## src/core/dsp_cfg.svh

```systemverilog
// Constants of the DAC two-wire slave port: address, commands, resets.
// Assumes inclusion by bare name from the package or modules.
`ifndef DSP_CFG_SVH
`define DSP_CFG_SVH

// ----------------------------------------------------------------------
// Bus address and commands
// ----------------------------------------------------------------------
`define DSP_SLAVE_ADDR    7'h48
`define DSP_CMD_CODE      8'h00
`define DSP_CMD_CONFIG    8'h01

// ----------------------------------------------------------------------
// Field positions, reset values and code full scale
// ----------------------------------------------------------------------
`define DSP_STANDBY_BIT   0
`define DSP_CODE_RESET    12'h000
`define DSP_CONFIG_RESET  8'h00
`define DSP_CODE_FULL     4096

`endif

```

## src/core/dsp_pkg.sv

```systemverilog
// Types of the DAC two-wire slave port.
// Assumes the constants header sits beside it.
package dsp_pkg;
   typedef enum logic [2:0] {
      DSP_IDLE,
      DSP_RECV,
      DSP_RACK,
      DSP_SEND,
      DSP_SACK,
      DSP_IGNORE
   } dsp_state_t;

   typedef enum logic [1:0] {
      DSP_PH_ADDR,
      DSP_PH_CMD,
      DSP_PH_DATA
   } dsp_phase_t;
endpackage

```

## src/core/dsp_sync.sv

```systemverilog
// Two-flop synchroniser for pins from outside the clock domain.
// Assumes a free running clk_in; enable freezes the stages.
`timescale 1ns/1ns
module dsp_sync #(
   parameter int WIDTH = 2
) (
   input  wire logic             clk_in,
   input  wire logic             rst_n_in,
   input  wire logic             en_in,
   input  wire logic [WIDTH-1:0] async_in,
   output logic      [WIDTH-1:0] sync_out
);
   logic [WIDTH-1:0] meta_reg;

   // ------------------------------------------------------------------
   // Synchroniser stages, idle bus reads high
   // ------------------------------------------------------------------
   always_ff @(posedge clk_in) begin
      if (!rst_n_in) begin
         meta_reg <= '1;
         sync_out <= '1;
      end else if (en_in) begin
         meta_reg <= async_in;
         sync_out <= meta_reg;
      end
   end
endmodule

```

## src/core/dsp_slave.sv

```systemverilog
// DAC two-wire slave port: register logic, standby and code output.
// Assumes scl and sda pins asynchronous; sda wire resolved outside.
//
// Notes on behaviour
// - Standby bit one means standby, zero normal
// - Standby freezes the converter code output
// - Serial port keeps working during standby
// - Answer only fixed address 1001000b
// - First byte after address is command
// - Read sends chosen register, MSB first
// - Shift on master SCL, drive only when due
// - Converter gets held code, out = ref*code/4096
// - Wrong address: no ack, ignore till start
// - Address bit eight: one read, zero write
// - Ack every byte received, except a wrong address byte
// - Code as two bytes, high then nibble
`timescale 1ns/1ns
`include "dsp_cfg.svh"
module dsp_slave
   import dsp_pkg::*;
(
   input  wire logic        clk_in,
   input  wire logic        rst_n_in,
   input  wire logic        clk_en_in,
   input  wire logic        scl_in,
   input  wire logic        sda_in,
   output logic             sda_out,
   output logic             sda_oe_n_out,
   output logic [11:0]      dac_code_out,
   output logic [11:0]      code_reg_out,
   output logic             standby_select_bit_out,
   output logic             busy_out
);
   typedef struct packed {
      dsp_state_t  state;
      dsp_phase_t  phase;
      logic        scl_d;
      logic        sda_d;
      logic [7:0]  shift;
      logic [3:0]  cnt;
      logic        rd;
      logic        second;
      logic [7:0]  cmd;
      logic [7:0]  hi_byte;
      logic [11:0] code;
      logic [7:0]  config_r;
      logic [11:0] dac;
      logic        sda_o;
      logic        oe_n;
      logic        busy;
   } dsp_st_t;

   dsp_st_t    st_reg;
   dsp_st_t    st_next;
   logic [1:0] pin_sync;
   logic       scl_s;
   logic       sda_s;
   logic       scl_rise;
   logic       scl_fall;
   logic       start_c;
   logic       stop_c;
   logic [7:0] tx_byte;

   // ------------------------------------------------------------------
   // Pin synchronisers
   // ------------------------------------------------------------------
   dsp_sync #(.WIDTH(2)) u_sync (
      .clk_in   (clk_in),
      .rst_n_in (rst_n_in),
      .en_in    (clk_en_in),
      .async_in ({scl_in, sda_in}),
      .sync_out (pin_sync)
   );

   // Bus events from synchronised pins
   assign scl_s    = pin_sync[1];
   assign sda_s    = pin_sync[0];
   assign scl_rise = scl_s & ~st_reg.scl_d;
   assign scl_fall = ~scl_s & st_reg.scl_d;
   assign start_c  = scl_s & st_reg.scl_d & st_reg.sda_d & ~sda_s;
   assign stop_c   = scl_s & st_reg.scl_d & ~st_reg.sda_d & sda_s;

   // Register byte to send, selected by command
   function automatic logic [7:0] rd_byte(input dsp_st_t s);
      if (s.cmd == `DSP_CMD_CONFIG)
         rd_byte = s.config_r;
      else if (!s.second)
         rd_byte = s.code[11:4];
      else
         rd_byte = {s.code[3:0], 4'h0};
   endfunction
   assign tx_byte = rd_byte(st_reg);

   // ------------------------------------------------------------------
   // Next state
   // ------------------------------------------------------------------
   always_comb begin
      st_next       = st_reg;
      st_next.scl_d = scl_s;
      st_next.sda_d = sda_s;
      if (start_c) begin
         // Start or repeated start begins an address byte
         st_next.state = DSP_RECV;
         st_next.phase = DSP_PH_ADDR;
         st_next.cnt   = 4'h0;
         st_next.oe_n  = 1'b1;
         st_next.busy  = 1'b1;
      end else if (stop_c) begin
         st_next.state = DSP_IDLE;
         st_next.oe_n  = 1'b1;
         st_next.busy  = 1'b0;
      end else begin
         unique case (st_reg.state)
            DSP_IDLE, DSP_IGNORE: begin
               st_next.oe_n = 1'b1;
            end
            DSP_RECV: begin
               if (scl_rise) begin
                  st_next.shift = {st_reg.shift[6:0], sda_s};
                  st_next.cnt   = st_reg.cnt + 4'h1;
               end else if (scl_fall && st_reg.cnt == 4'h8) begin
                  st_next.cnt = 4'h0;
                  if (st_reg.phase == DSP_PH_ADDR &&
                      st_reg.shift[7:1] != `DSP_SLAVE_ADDR) begin
                     st_next.state = DSP_IGNORE;
                  end else begin
                     st_next.state = DSP_RACK;
                     st_next.sda_o = 1'b0;
                     st_next.oe_n  = 1'b0;
                  end
               end
            end
            DSP_RACK: begin
               if (scl_fall) begin
                  st_next.oe_n  = 1'b1;
                  st_next.state = DSP_RECV;
                  unique case (st_reg.phase)
                     DSP_PH_ADDR: begin
                        st_next.rd     = st_reg.shift[0];
                        st_next.second = 1'b0;
                        if (st_reg.shift[0]) begin
                           // Read data follows the acked address
                           st_next.state = DSP_SEND;
                           st_next.sda_o = tx_byte[7];
                           st_next.oe_n  = 1'b0;
                        end else begin
                           st_next.phase = DSP_PH_CMD;
                        end
                     end
                     DSP_PH_CMD: begin
                        st_next.cmd   = st_reg.shift;
                        st_next.phase = DSP_PH_DATA;
                     end
                     DSP_PH_DATA: begin
                        // Update once the final byte is acked
                        if (st_reg.cmd == `DSP_CMD_CONFIG) begin
                           st_next.config_r = {7'h00,
                              st_reg.shift[`DSP_STANDBY_BIT]};
                        end else if (!st_reg.second) begin
                           st_next.hi_byte = st_reg.shift;
                           st_next.second  = 1'b1;
                        end else begin
                           st_next.code   = {st_reg.hi_byte,
                                             st_reg.shift[7:4]};
                           st_next.second = 1'b0;
                        end
                     end
                     default: st_next.state = DSP_IGNORE;
                  endcase
               end
            end
            DSP_SEND: begin
               if (scl_fall) begin
                  if (st_reg.cnt == 4'h7) begin
                     st_next.cnt   = 4'h0;
                     st_next.oe_n  = 1'b1;           // master acks
                     st_next.state = DSP_SACK;
                  end else begin
                     st_next.cnt   = st_reg.cnt + 4'h1;
                     st_next.sda_o =
                        tx_byte[3'(4'h6 - st_reg.cnt)];
                  end
               end
            end
            DSP_SACK: begin
               if (scl_rise) begin
                  if (sda_s) begin
                     st_next.state = DSP_IGNORE;
                  end else begin
                     st_next.second = ~st_reg.second;
                  end
               end else if (scl_fall) begin
                  st_next.state = DSP_SEND;
                  st_next.sda_o = tx_byte[7];
                  st_next.oe_n  = 1'b0;
               end
            end
            default: st_next.state = DSP_IDLE;
         endcase
      end
      // Converter follows the code only in normal mode
      if (!st_reg.config_r[`DSP_STANDBY_BIT])
         st_next.dac = st_reg.code;
   end

   // ------------------------------------------------------------------
   // State register
   // ------------------------------------------------------------------
   always_ff @(posedge clk_in) begin
      if (!rst_n_in) begin
         st_reg          <= '0;
         st_reg.state    <= DSP_IDLE;
         st_reg.phase    <= DSP_PH_ADDR;
         st_reg.scl_d    <= 1'b1;
         st_reg.sda_d    <= 1'b1;
         st_reg.sda_o    <= 1'b1;
         st_reg.oe_n     <= 1'b1;
         st_reg.code     <= `DSP_CODE_RESET;
         st_reg.config_r <= `DSP_CONFIG_RESET;
         st_reg.dac      <= `DSP_CODE_RESET;
      end else if (clk_en_in) begin
         st_reg <= st_next;
      end
   end

   // Outputs straight from the state register
   assign sda_out                = st_reg.sda_o;
   assign sda_oe_n_out           = st_reg.oe_n;
   assign dac_code_out           = st_reg.dac;
   assign code_reg_out           = st_reg.code;
   assign standby_select_bit_out = st_reg.config_r[`DSP_STANDBY_BIT];
   assign busy_out               = st_reg.busy;
endmodule

```

## config.mk

```make
export PLATFORM = sky130hd
export DESIGN_NAME = dsp_slave
export DESIGN_NICKNAME = d
export VERILOG_FILES = /design/src/core/dsp_pkg.sv /design/src/core/dsp_sync.sv /design/src/core/dsp_slave.sv
export VERILOG_INCLUDE_DIRS = /design/src /design/src/core
export SDC_FILE = /design/constraint.sdc
export NUM_CORES = 1
export LEC_CHECK = 0
export ABC_AREA = 1
export BUFFER_PORTS_ARGS = -buffer_cell sky130_fd_sc_hd__buf_2
export CAP_MARGIN = 5
export CORE_MARGIN = 3
export CORE_UTILIZATION = 30
export DETAILED_ROUTE_END_ITERATION = 8
export PLACE_DENSITY = 0.47
export SYNTH_ARGS = -nofsm -noshare
export SYNTH_HDL_FRONTEND = slang
export SYNTH_SLANG_ARGS = --single-unit
export TNS_END_PERCENT = 20
```

## constraint.sdc

```tcl
create_clock -name clk_in -period 1.97 [get_ports clk_in]
set_clock_uncertainty 0.2 [all_clocks]
set_input_delay 0.197 -clock clk_in [delete_from_list [all_inputs] [get_ports clk_in]]
set_output_delay 0.197 -clock clk_in [all_outputs]
set_load 0.1 [all_outputs]
```

==> impl_metrics.env <==
export IMPL_hold_slack_ns=0.04955
export IMPL_critPathCaptureType="flip-flop"
export IMPL_setup_viol=0
export IMPL_overflow=0
export IMPL_grt_pass1_wl_microns=15410
export IMPL_dp_slack_ns=0.01259
export IMPL_h_tree_depth=3
export IMPL_clock_path_buffers=2
export IMPL_outcome="complete, no violations"
export IMPL_grt_setup_unrepaired="yes"
export IMPL_ir_drop_v=0.0003624
export IMPL_vias_per_cell=4.680
export IMPL_final_core_util_pct=36.26
export IMPL_synth_most_common_cell="nand2_1"
export IMPL_max_freq_mhz=540.2
export IMPL_synth_area_sq_um=3448
export IMPL_ys_ff_latch=68
export IMPL_cts_tree="done"
export IMPL_synth_cells_most_frequent="135 x nand2_1, 68 x dfxtp_1, 56 x nor2_1, 54 x a21oi_1"
export IMPL_post_drt_wl_per_cell_microns=13.73
export IMPL_syn_area_per_cell_sq_um=6.748
export IMPL_largest_reg_flops=36
export IMPL_diodes=0
export IMPL_synth_ff_type="dfxtp_1"
export IMPL_max_cap_viol_count=0
export IMPL_hp_class="in -> reg"
export IMPL_clock_latency_ns=0.33
export IMPL_required_ns=1.98
export IMPL_antenna_left=0
export IMPL_finalHoldViolations=0
export IMPL_fin_crit_ns=1.851
export IMPL_areaGrowthSynthToFinish_pct=16.00
export IMPL_synth_top_area_share_pct=39.48
export IMPL_synth_enable_flop_cells=0
export IMPL_drc=0
export IMPL_yosysTopAreaCell="dfxtp_1"
export IMPL_critPathKind="reg -> reg"
export IMPL_cts_sinks=68
export IMPL_grt_pass1_vias=3089
export IMPL_core_area_sq_um=11030
export IMPL_placed_area_sq_um=3628
export IMPL_fp_row_count=38
export IMPL_initial_core_util_pct=31.26
export IMPL_antenna_found_initial=0
export IMPL_drive_above_1_share_pct=16.48
export IMPL_place_congestion=1.020
export IMPL_p_leak_nw=1.770
export IMPL_fill_cells=1205
export IMPL_synth_cells=511
export IMPL_tightestPinTransition_ns=0.4966
export IMPL_yosys_top_cells_area="dfxtp_1 39%, nand2_1 15%, a21oi_1 7.8%"
export IMPL_power_density_nw_per_um2=844.9
export IMPL_start_kind="flip-flop"
export IMPL_fin_nets=540
export IMPL_clockRootBuffer="clkbuf_16"
export IMPL_drt_iter0_markers=203
export IMPL_dr_pass1_iters=4
export IMPL_vias=3154
export IMPL_track_usage_pct=15.15
export IMPL_hpwl_microns=6742
export IMPL_drv_slew=0
export IMPL_yosysWarnings=0
export IMPL_grt_max_degree=35
export IMPL_hold_path_depth=3
export IMPL_relSlewSlack_pct=67.12
export IMPL_path_max_fanout=12
export IMPL_top_level_ports=33
export IMPL_dieArea_sq_um=12820
export IMPL_numCtsBuffers=9
export IMPL_io_buffer_count=32
export IMPL_ys_types=31
export IMPL_ys_async_sr_fraction_pct=0
export IMPL_arrival_ns=1.86
export IMPL_fin_crit_sh_pct=93.97
export IMPL_finalWirelength_microns=9253
export IMPL_worst_slack_ns=0.1187
export IMPL_die_h_microns=113.2
export IMPL_power_w=0.003380
export IMPL_reg2regPathDepth=9
export IMPL_yosysSeqAreaShare_pct=39.48
export IMPL_final_area_sq_um=4000
export IMPL_clkTransAtPathRegs_ns=0.06
export IMPL_die_width_microns=113.2
export IMPL_synthesis_nets=521
==> per-stage QoR <==
stage                     setup TNS [ns]  std cells
after floorplan                        0        511
after global placement                 0        657
after detailed placement               0        657
after CTS                              0        674
after global routing            -0.04230        674
final                                  0        674
==> path summary, 6_finish.rpt <==
path | start | to | slack (ns)
worst max-delay path | st_reg[66] | code_reg_out[10] | 0.12
worst min-delay path | rst_n_in | st_reg[53] | 0.05
worst max register to register | st_reg[66] | code_reg_out[10] | 0.12
worst min register to register | st_reg[45] | st_reg[45] | 0.25
==> metal layers <==
metal | up-vias | GRT usage [%] | share of wire [%] | wire length [microns]
li1 | 1655 | - | - | -
met1 | 1431 | 20.27 | 49 | 4563
met2 | 53 | 23.58 | 46 | 4215
met3 | 15 | 3.636 | 3.4 | 312
met4 | 0 | 5.849 | 1.8 | 162
met5 | - | 0 | 0 | 0
==> area by class of cell <==
type | count | area [sq um] | area share [%]
clock buffer | 11 | 252.7 | 6.318
clock inverter | 4 | 48.80 | 1.220
inverter | 54 | 209.0 | 5.224
multi-input combinational | 350 | 1673 | 41.82
sequential | 68 | 1364 | 34.09
tap | 140 | 175.2 | 4.379
timing repair buffer | 47 | 277.8 | 6.944
==> repair_timing <==
item	in CTS	in global routing
gates resized for setup	1	11
buffers inserted	0	0
hold buffers	2	0
hold endpoints to repair	2	0
setup endpoints to repair	1	31
==> where the power goes <==
group          internal, W  total, W  switching [W]
clock network      0.00104   0.00164       0.000599
registers          0.00140   0.00142      0.0000176
logic            0.0000774  0.000323       0.000246
==> worst max-delay path: stages (launching register included) <==
cell and delay [ns]:
dfxtp_1 0.33, ha_2 0.21, nand3_1 0.10, nand2_1 0.11, nor2_4 0.18, and2_4 0.19
nand2_2 0.07, buf_4 0.19, nand2_1 0.07, a21oi_1 0.06
==> cells by family (layout without fill, tap and decap cells) <==
family / after synthesis / after routing / synth area share, %
fa+ha+maj: 5 / 5 / 1.814
flops: 68 / 68 / 39.48
simple gates: 242 / 242 / 30.08
buf+inv: 93 / 116 / 13.24
xor+xnor: 1 / 1 / 0.2540
compound gates: 102 / 102 / 15.13
==> cells in the final DEF, fill, tap and decap left out, drive strengths merged, types with 7 or more instances in the layout <==
master  instances
inv            50
a21oi          54
buf            45
clkinv          7
nand4          11
nand2         138
nand3          25
o21ai          45
nor2           60
dfxtp          68
clkbuf         11
Power figures use the tool's default switching activity.
